$ cat src/common/hprs_pkg.sv
package hprs_pkg;

  // ****************************************
  // Register map, byte addresses
  // ****************************************
  localparam logic [7:0] A_CTRL = 8'h00;
  localparam logic [7:0] A_CFG = 8'h04;
  localparam logic [7:0] A_SHIFT = 8'h08;
  localparam logic [7:0] A_AFTER = 8'h0c;
  localparam logic [7:0] A_HDATA = 8'h10;
  localparam logic [7:0] A_POS = 8'h14;
  localparam logic [7:0] A_STAT = 8'h18;

  // ****************************************
  // Field positions and reset values
  // ****************************************
  localparam int CTRL_START = 0;
  localparam int CTRL_ABS = 1;
  localparam int CFG_METH_LSB = 0;
  localparam int CFG_DIR = 4;
  localparam int CFG_POL = 5;
  localparam int STAT_DONE = 0;
  localparam int STAT_BUSY = 1;
  localparam int STAT_KNOWN = 2;
  localparam int STAT_MODE = 3;
  localparam int STAT_ST_LSB = 8;
  localparam logic [31:0] RST_WORD = 32'h00000000;

  // ****************************************
  // Homing methods
  // ****************************************
  localparam logic [3:0] M_DOG = 4'h0;
  localparam logic [3:0] M_COUNT = 4'h1;
  localparam logic [3:0] M_DATA = 4'h2;
  localparam logic [3:0] M_STOPPER = 4'h3;
  localparam logic [3:0] M_IGNORE = 4'h4;
  localparam logic [3:0] M_DOG_REAR = 4'h5;
  localparam logic [3:0] M_CNT_FRONT = 4'h6;
  localparam logic [3:0] M_CRADLE = 4'h7;
  localparam logic [3:0] M_DOG_Z1 = 4'h8;
  localparam logic [3:0] M_DOG_FRONT = 4'h9;
  localparam logic [3:0] M_DOGLESS = 4'ha;

  typedef enum logic [3:0] {
    ST_IDLE, ST_BACKOFF, ST_SEEK, ST_CREEP, ST_AFTER, ST_WAIT_Z,
    ST_REVERSE, ST_SHIFT, ST_STALL, ST_SET, ST_DONE
  } hprs_st_t;

  typedef struct packed {
    logic run;
    logic dir;
    logic creep;
  } hprs_mot_t;

  typedef struct packed {
    logic dog;
    logic zmark;
    logic step;
    logic step_dir;
    logic servo_on;
    logic stall;
    logic auto_manual_select;
    logic [7:0] pt_sel;
  } hprs_pin_t;

endpackage

$ cat src/design/hprs_core.sv
`timescale 1ns/100ps
// Operation
// - Incremental system: home unknown after every reset, homing needed first.
// - Absolute system: restored position marks home known, no new homing.
// - Start on the dog: back off reverse until clear, then home.
// - Dog type: creep at front edge, first marker after rear edge, shift.
// - Count type: creep at front edge, after-dog distance, marker, shift.
// - Data setting: present position becomes home at once.
// - Stopper: home where the axis stalls against the stopper.
// - Ignore: position at servo-on becomes home.
// - Dog rear reference: after rear edge travel after-dog plus shift.
// - Count front reference: from front edge travel after-dog plus shift.
// - Dog cradle: home at first marker after front edge.
// - Dog first marker: reverse at front edge, first marker, shift.
// - Dog front reference: home exactly at the dog front edge.
// - Dogless: dog ignored, first marker then shift.
// - Direction 0 starts toward increasing addresses, 1 toward decreasing.
// - Polarity 0 detects dog when input off, 1 when on.
// - On completion current position loads the home position data, plus travel since servo-on for ignore.
module hprs_core
  import hprs_pkg::*;
#(
  parameter int PW = 32
) (
  input wire logic clk_sys,
  input wire logic rstn,
  input wire logic psel,
  input wire logic penable,
  input wire logic pwrite,
  input wire logic [7:0] paddr,
  input wire logic [31:0] pwdata,
  output logic [31:0] prdata,
  output logic pready,
  output logic pslverr,
  input wire hprs_pin_t pins,
  input wire logic abs_load,
  input wire logic [PW-1:0] abs_pos,
  output hprs_mot_t mot_cmd,
  output logic [PW-1:0] cur_pos,
  output logic home_done,
  output logic home_known
);

  // ****************************************
  // Pin synchronisers and edges
  // ****************************************
  hprs_pin_t pin_s;
  logic dog_det_d_r;
  logic zmark_d_r;
  logic step_d_r;
  logic son_d_r;

  hprs_sync #(
    .W($bits(hprs_pin_t))
  ) u_sync (
    .clk_sys(clk_sys),
    .rstn(rstn),
    .d(pins),
    .q(pin_s)
  );

  // ****************************************
  // Registers
  // ****************************************
  logic [31:0] cfg_r;
  logic abs_sys_r;
  logic [31:0] shift_r;
  logic [31:0] after_r;
  logic [PW-1:0] hdata_r;
  logic [31:0] prdata_r;

  wire [3:0] meth = cfg_r[CFG_METH_LSB +: 4];
  wire cfg_dir = cfg_r[CFG_DIR];
  wire cfg_pol = cfg_r[CFG_POL];
  wire dog_det = cfg_pol ? pin_s.dog : ~pin_s.dog;
  wire dog_rise = dog_det & ~dog_det_d_r;
  wire dog_fall = ~dog_det & dog_det_d_r;
  wire z_p = pin_s.zmark & ~zmark_d_r;
  wire step_p = pin_s.step & ~step_d_r;
  wire son_rise = pin_s.servo_on & ~son_d_r;

  // Dog history resets to the level idle pins give with reset polarity, so no false front edge
  always_ff @(posedge clk_sys or negedge rstn) begin
    if (!rstn) begin
      dog_det_d_r <= 1'b1;
      zmark_d_r <= 1'b0;
      step_d_r <= 1'b0;
      son_d_r <= 1'b0;
    end else begin
      dog_det_d_r <= dog_det;
      zmark_d_r <= pin_s.zmark;
      step_d_r <= pin_s.step;
      son_d_r <= pin_s.servo_on;
    end
  end

  wire setup = psel & ~penable;
  wire access = psel & penable;
  wire hit_ctrl = (paddr == A_CTRL);
  wire hit_cfg = (paddr == A_CFG);
  wire hit_shift = (paddr == A_SHIFT);
  wire hit_after = (paddr == A_AFTER);
  wire hit_hdata = (paddr == A_HDATA);
  wire hit_pos = (paddr == A_POS);
  wire hit_stat = (paddr == A_STAT);
  wire hit = hit_ctrl | hit_cfg | hit_shift | hit_after | hit_hdata | hit_pos | hit_stat;
  wire wr = access & pwrite;
  wire wr_ctrl = wr & hit_ctrl;

  hprs_st_t st_r;
  hprs_st_t st_nxt;
  logic [PW-1:0] pos_r;
  logic [PW-1:0] son_pos_r;
  logic known_r;
  logic done_r;
  logic dist_zero;

  wire busy = (st_r != ST_IDLE) && (st_r != ST_DONE);
  // manual homing mode selected by host
  wire mode_ok = pin_s.auto_manual_select & (pin_s.pt_sel == 8'h00);
  wire start_acc = wr_ctrl & pwdata[CTRL_START] & mode_ok & ~busy;

  wire [31:0] stat_w = {20'h00000, st_r, 4'h0, mode_ok, known_r, busy, done_r};
  wire [31:0] ctrl_w = {30'h00000000, abs_sys_r, 1'b0};
  wire [31:0] pos_w = 32'(pos_r);
  wire [31:0] hdata_w = 32'(hdata_r);
  wire [31:0] rd_mux = hit_ctrl ? ctrl_w :
                       hit_cfg ? cfg_r :
                       hit_shift ? shift_r :
                       hit_after ? after_r :
                       hit_hdata ? hdata_w :
                       hit_pos ? pos_w :
                       hit_stat ? stat_w : RST_WORD;

  // Read data is captured in the setup cycle so prdata comes from a flop
  always_ff @(posedge clk_sys or negedge rstn) begin
    if (!rstn) begin
      prdata_r <= RST_WORD;
    end else if (setup && !pwrite) begin
      prdata_r <= rd_mux;
    end
  end

  always_ff @(posedge clk_sys or negedge rstn) begin
    if (!rstn) begin
      cfg_r <= RST_WORD;
      abs_sys_r <= 1'b0;
      shift_r <= RST_WORD;
      after_r <= RST_WORD;
      hdata_r <= '0;
    end else if (wr) begin
      if (hit_ctrl) abs_sys_r <= pwdata[CTRL_ABS];
      if (hit_cfg) cfg_r <= {26'h0000000, pwdata[5:0]};
      if (hit_shift) shift_r <= pwdata;
      if (hit_after) after_r <= pwdata;
      if (hit_hdata) hdata_r <= PW'(pwdata);
    end
  end

  assign prdata = prdata_r;
  assign pready = 1'b1;
  assign pslverr = access & ~hit;

  // ****************************************
  // Homing sequencer
  // ****************************************
  always_comb begin
    st_nxt = st_r;
    case (st_r)
      ST_IDLE, ST_DONE: begin
        if (start_acc) begin
          case (meth)
            M_DATA: st_nxt = ST_SET;
            M_IGNORE: st_nxt = ST_SET;
            M_STOPPER: st_nxt = ST_STALL;
            M_DOGLESS: st_nxt = ST_WAIT_Z;
            default: st_nxt = dog_det ? ST_BACKOFF : ST_SEEK;
          endcase
        end
      end
      ST_BACKOFF: begin
        if (!dog_det) st_nxt = ST_SEEK;
      end
      ST_SEEK: begin
        if (dog_rise) begin
          case (meth)
            M_DOG, M_DOG_REAR: st_nxt = ST_CREEP;
            M_COUNT, M_CNT_FRONT: st_nxt = ST_AFTER;
            M_CRADLE: st_nxt = ST_WAIT_Z;
            M_DOG_Z1: st_nxt = ST_REVERSE;
            M_DOG_FRONT: st_nxt = ST_SET;
            default: st_nxt = ST_IDLE;
          endcase
        end
      end
      ST_CREEP: begin
        if (dog_fall) st_nxt = (meth == M_DOG_REAR) ? ST_AFTER : ST_WAIT_Z;
      end
      ST_AFTER: begin
        if (dist_zero) st_nxt = (meth == M_COUNT) ? ST_WAIT_Z : ST_SHIFT;
      end
      ST_WAIT_Z: begin
        if (z_p) st_nxt = (meth == M_CRADLE) ? ST_SET : ST_SHIFT;
      end
      ST_REVERSE: begin
        if (z_p) st_nxt = ST_SHIFT;
      end
      ST_SHIFT: begin
        if (dist_zero) st_nxt = ST_SET;
      end
      ST_STALL: begin
        if (pin_s.stall) st_nxt = ST_SET;
      end
      ST_SET: st_nxt = ST_DONE;
      default: st_nxt = ST_IDLE;
    endcase
    // Leaving manual mode aborts, so a stray table select cannot keep the axis moving
    if (busy && !mode_ok) st_nxt = ST_IDLE;
  end

  // ****************************************
  // Distance counter and motion command
  // ****************************************
  wire dist_ld = ((st_nxt == ST_AFTER) && (st_r != ST_AFTER)) ||
                 ((st_nxt == ST_SHIFT) && (st_r != ST_SHIFT));
  wire [31:0] dist_val = (st_nxt == ST_AFTER) ? after_r : shift_r;

  hprs_dist #(
    .W(32)
  ) u_dist (
    .clk_sys(clk_sys),
    .rstn(rstn),
    .load(dist_ld),
    .val(dist_val),
    .step(step_p),
    .zero(dist_zero)
  );

  wire run_nxt = (st_nxt != ST_IDLE) && (st_nxt != ST_SET) && (st_nxt != ST_DONE);
  wire rev_nxt = (st_nxt == ST_BACKOFF) || (st_nxt == ST_REVERSE) ||
                 ((st_nxt == ST_SHIFT) && (meth == M_DOG_Z1));
  wire dir_nxt = rev_nxt ? ~cfg_dir : cfg_dir;
  wire creep_nxt = run_nxt && (st_nxt != ST_SEEK) && (st_nxt != ST_BACKOFF);
  hprs_mot_t mot_r;

  always_ff @(posedge clk_sys or negedge rstn) begin
    if (!rstn) begin
      st_r <= ST_IDLE;
      mot_r <= '0;
    end else begin
      st_r <= st_nxt;
      mot_r <= '{run: run_nxt, dir: run_nxt & dir_nxt, creep: creep_nxt};
    end
  end

  // ****************************************
  // Position, home state, completion
  // ****************************************
  wire [PW-1:0] ign_pos = hdata_r + (pos_r - son_pos_r);

  always_ff @(posedge clk_sys or negedge rstn) begin
    if (!rstn) begin
      pos_r <= '0;
      son_pos_r <= '0;
    end else begin
      if (son_rise) son_pos_r <= pos_r;
      if (st_r == ST_SET) begin
        pos_r <= (meth == M_IGNORE) ? ign_pos : hdata_r;
      end else if (abs_load && abs_sys_r && !busy) begin
        pos_r <= abs_pos;
      end else if (step_p) begin
        pos_r <= pin_s.step_dir ? pos_r - PW'(1) : pos_r + PW'(1);
      end
    end
  end

  always_ff @(posedge clk_sys or negedge rstn) begin
    if (!rstn) begin
      known_r <= 1'b0;
      done_r <= 1'b0;
    end else begin
      if (st_r == ST_SET) begin
        done_r <= 1'b1;
        known_r <= 1'b1;
      end else if (start_acc) begin
        done_r <= 1'b0;
        known_r <= 1'b0;
      end else if (abs_load && abs_sys_r && !busy) begin
        known_r <= 1'b1;
      end
    end
  end

  assign mot_cmd = mot_r;
  assign cur_pos = pos_r;
  assign home_done = done_r;
  assign home_known = known_r;
endmodule // hprs_core

$ cat src/design/hprs_dist.sv
`timescale 1ns/100ps
module hprs_dist #(
  parameter int W = 32
) (
  input wire logic clk_sys,
  input wire logic rstn,
  input wire logic load,
  input wire logic [W-1:0] val,
  input wire logic step,
  output logic zero
);
  logic [W-1:0] cnt_r;

  // Load wins over a step in the same cycle; the count stops at zero
  always_ff @(posedge clk_sys or negedge rstn) begin
    if (!rstn) begin
      cnt_r <= '0;
    end else if (load) begin
      cnt_r <= val;
    end else if (step && cnt_r != '0) begin
      cnt_r <= cnt_r - W'(1);
    end
  end

  assign zero = (cnt_r == '0);
endmodule // hprs_dist

$ cat src/design/hprs_sync.sv
`timescale 1ns/100ps
module hprs_sync #(
  parameter int W = 1
) (
  input wire logic clk_sys,
  input wire logic rstn,
  input wire logic [W-1:0] d,
  output logic [W-1:0] q
);
  logic [W-1:0] s1_r;
  logic [W-1:0] s2_r;

  genvar i;
  generate
    for (i = 0; i < W; i++) begin : g_bit
      always_ff @(posedge clk_sys or negedge rstn) begin
        if (!rstn) begin
          s1_r[i] <= 1'b0;
          s2_r[i] <= 1'b0;
        end else begin
          s1_r[i] <= d[i];
          s2_r[i] <= s1_r[i];
        end
      end
    end
  endgenerate

  assign q = s2_r;
endmodule // hprs_sync

$ cat config.mk
export PLATFORM = sky130hd
export DESIGN_NAME = hprs_core
export DESIGN_NICKNAME = d
export VERILOG_FILES = /design/src/common/hprs_pkg.sv /design/src/design/hprs_core.sv /design/src/design/hprs_dist.sv /design/src/design/hprs_sync.sv
export SDC_FILE = /design/constraint.sdc
export NUM_CORES = 1
export LEC_CHECK = 0
export BUFFER_PORTS_ARGS = -buffer_cell sky130_fd_sc_hd__buf_2
export CAP_MARGIN = 25
export CORE_MARGIN = 2
export CORE_UTILIZATION = 40
export DETAILED_ROUTE_END_ITERATION = 12
export GPL_TIMING_DRIVEN = 0
export SLEW_MARGIN = 20
export SYNTH_ARGS = -nofsm -noshare
export SYNTH_HDL_FRONTEND = slang
export SYNTH_HIERARCHICAL = 1
export SYNTH_SLANG_ARGS = --single-unit
$ cat constraint.sdc
create_clock -name clk_sys -period 4.52 [get_ports clk_sys]
set_input_delay 0.678 -clock clk_sys [delete_from_list [all_inputs] [get_ports clk_sys]]
set_output_delay 0.678 -clock clk_sys [all_outputs]
set_load 0.02 [all_outputs]
==> flow_summary.yaml <==
final_layout:
  num-fill-cells: 4229
  multiInputGateArea_mm2: 0.00961
  final_cells: 2710
  drive_gt1_share_pct: 17.0
  nNetsFinal: 2289
  syn2layout_area_growth_pct: 16.6
  seqCellArea_mm2: 0.00686
  fin_util_pct: 47.2
hold_path:
  hold_path.startpoint: "pins[10]"
  holdPathEnd: "u_sync/s1_r[10]"
  hold_class: "input port to flip-flop"
  holdPathStages: 1
synthesis:
  async_reset_ff_share_pct: 100
  synth-seq-cells: 274
  ys_seq_area_share_pct: 39.3
  synth_nets: 2083
  synth_edf_count: 0
  syn_inst: 1895
  netlist_area_mm2: 0.0174
  ys.flop_type: "dfrtp_1"
  yosys_warnings: 6
  ys_types: 91
  synth.avg_cell_area_um2: 9.20
drt:
  firstDrtPassIters: 5
  routed_wl_mm: 62.6
  via_count: 15800
  viasPerCell: 5.84
  ant_nets: 0
  routedWlPerCell_um: 23.1
  drtIter0Drc: 1287
  drc: 0
placed_design:
  post-place-ws_ns: -1.59
  numPortBuffers: 162
  placed_cells: 2647
  place_hpwl_mm: 48.8
  gp_congestion: 0.926
worst_setup_path:
  startpoint_type: "flip-flop"
  crit_required_ns: 5.01
  r2r_cells: 17
  worstPathArrival_ns: 4.89
  cp_max_fo: 10
  end_kind: "flip-flop"
  critical_path_class: "flip-flop to flip-flop"
  r2r-start: "u_dist/cnt_r[24]"
  r2r_end: "u_dist/cnt_r[28]"
  reg2reg_slack_ns: 0.11
die:
  fp.dieH_um: 213
  num_rows: 76
  start_util_pct: 40.5
  core-area_mm2: 0.0431
  die_area_mm2: 0.0453
  fp.dieW_um: 213
  ios: 164
clock_network:
  htreeDepth: 1
  numCtsBuffers: 31
  root_buffer: "clkbuf_16"
  cts_buffer_depth: 3
  clock-sinks: 274
  tritoncts: "done"
  clk_pin_slew_ns: 0.06
  clk_latency_ns: 0.59
sta:
  post-route-period-util_pct: 97.5
  final.setup_skew_ns: 0.0278
  clock.fmax_ghz: 0.227
  setup_tns_ns: 0
  slew_viol_final: 0
  worst_slew_pin_slew_ns: 1.15
  setup_violations: 0
  holdWs_ns: 0.189
  hold_viol: 0
  rsz0062_at_grt: "yes"
  slew_headroom_pct: 22.9
  fin_crit_ns: 4.41
  timing.final.ws_setup_ns: 0.113
grt:
  grt-ovfl-total: 0
  grt_pass1_vias: 15400
  grt_antenna_before_repair: 0
  track_usage_pct: 27.6
  grt_first_pass_wirelength_mm: 93.9
  grt_max_degree: 83
power:
  powerDensity_mw_per_mm2: 639
  p_switching_mw: 5.82
  combPwrFrac_pct: 52.2
  pwr-share-clk_pct: 20.9
  p_int_mw: 7.17
  seq_power_share_pct: 26.9
  peakVddDrop_mv: 0.359
  p_leak_nw: 9.34
  p_sw_share_pct: 44.8
status:
  status: "completed"
run:
  cap_violations: 0
## area by class of cell
class	count	area share (%)
Tap cell	585	3.60
Antenna cell	1	0.0123
Buffer	103	2.36
Clock buffer	42	4.46
Inverter	150	2.78
Sequential cell	274	33.7
Clock inverter	14	0.899
Timing Repair Buffer	173	4.83
Multi-Input combinational cell	1368	47.3
## per-layer routing
| metal | up-vias | GRT usage, % | part of all wire, % |
|---|---|---|---|
| met1 | 7874 | 39.8 | 46 |
| met4 | 0 | 8.97 | 3.5 |
| met5 | - | 0 | 0 |
| met2 | 609 | 43.2 | 45 |
| li1 | 7232 | - | - |
| met3 | 112 | 3.07 | 6.1 |
## critical path, cell delays in order, from the launching register on
cell	delay [ns]
dfrtp_1	0.42
or4_1	0.54
clkbuf_2	0.19
or3_1	0.39
buf_6	0.15
nor4_4	0.25
buf_4	0.20
and2_1	0.12
o21ai_0	0.11
a221oi_2	0.40
nor2_4	0.11
xor2_1	0.22
a2111oi_2	0.37
buf_4	0.24
clkbuf_4	0.24
clkbuf_8	0.22
nand2_1	0.06
o21ai_0	0.08
## cell usage after synthesis, drive strengths merged, types with 6 or more instances
master,n,area [um2]
and2,13,81.3
o211ai,21,158
a21boi,6,45.0
clkbuf,83,313
o311ai,8,70.1
buf,20,138
or4,16,124
mux2,111,1250
o21a,10,75.1
nor4,9,90.1
nand4,14,87.6
and3,20,125
a211oi,17,128
mux2i,14,140
a221oi,33,295
xnor2,34,298
or2,7,43.8
nor3,32,160
xor2,26,228
o41ai,6,71.3
inv,149,559
dfrtp,273,6830
a31oi,31,194
a22o,25,219
o22ai,15,93.8
a21o,32,240
nand3,48,240
or3,18,115
o31ai,16,120
a21oi,97,485
nor2b,15,93.8
o21ai,179,896
fa,32,641
o221ai,6,52.6
a22oi,10,75.1
nand2,196,736
nor2,106,405
nand2b,15,93.8
ha,63,788
## power by group through the flow
stage	combinational, mW	clock (mW)	sequential [mW]
CTS	6.65	2.76	3.48
global placement	6.51	0	3.51
finish	6.78	2.71	3.49
detailed placement	6.60	0	3.52
global route	7.50	2.85	3.52
floorplan	4.72	0	3.41
## placed cells by master (no fill, tap or decap), types with 31 or more instances in the layout
master       n
buf_2      163
fa_1        32
o21ai_0    177
inv_1      149
dfrtp_1    272
a221oi_1    32
a31oi_1     31
a21oi_1     97
nor3_1      31
nand2_1    196
mux2_2      80
nor2_1     105
clkbuf_1    77
a21o_1      32
xnor2_1     34
clkbuf_16   31
nand3_1     48
ha_1        63
## state kept, by name, summed over array words and instances (netlist names), 3 cells and up
name	cells
after_r	32
cfg_r	6
cur_pos	32
hdata_r	32
mot_cmd	3
prdata	32
shift_r	32
son_pos_r	32
st_r	4
u_dist/cnt_r	32
u_sync/q	15
u_sync/s1_r	15
## worst max path at each step
stage,start,slack [ns],end
2_1_floorplan,u_dist/cnt_r[24],0.17,u_dist/cnt_r[17]
3_3_place_gp,rstn,-2.52,cur_pos[26]
3_5_place_dp,u_dist/cnt_r[8],-1.59,u_dist/cnt_r[19]
4_1_cts,u_dist/cnt_r[24],0.01,u_dist/cnt_r[29]
5_1_grt,u_dist/cnt_r[24],-0.06,u_dist/cnt_r[15]
6_report,u_dist/cnt_r[24],0.11,u_dist/cnt_r[28]
## what timing repair did
action | CTS | global route
setup buffers | 4 | 1
hold buffers | 1 | 0
hold endpoints to repair | 33 | 0
setup endpoints to repair | 33 | 33
pin swaps | 2 | 2
gates resized for setup | 18 | 10
## cells by family after synthesis
kind of cell	count (synthesis)	synth area share, %
buffers and inverters	253	5.81
XOR/XNOR	60	3.01
AO/OA/AOI/OAI	553	20.6
multiplexers	125	8.00
flip-flops	274	39.3
other	1	0.0215
adder cells (fa/ha/maj)	95	8.20
AND/OR/NAND/NOR	534	15.0
## through the flow
| step | total power, mW | cell area, um2 |
|---|---|---|
| 6_report | 13.0 | 20300 |
| 5_1_grt | 13.9 | 20300 |
| 4_1_cts | 12.9 | 20300 |
| 3_5_place_dp | 10.1 | 19100 |
| 3_3_place_gp | 10.0 | 19000 |
| 2_1_floorplan | 8.13 | 17400 |
(Power assumes the default switching activity.)
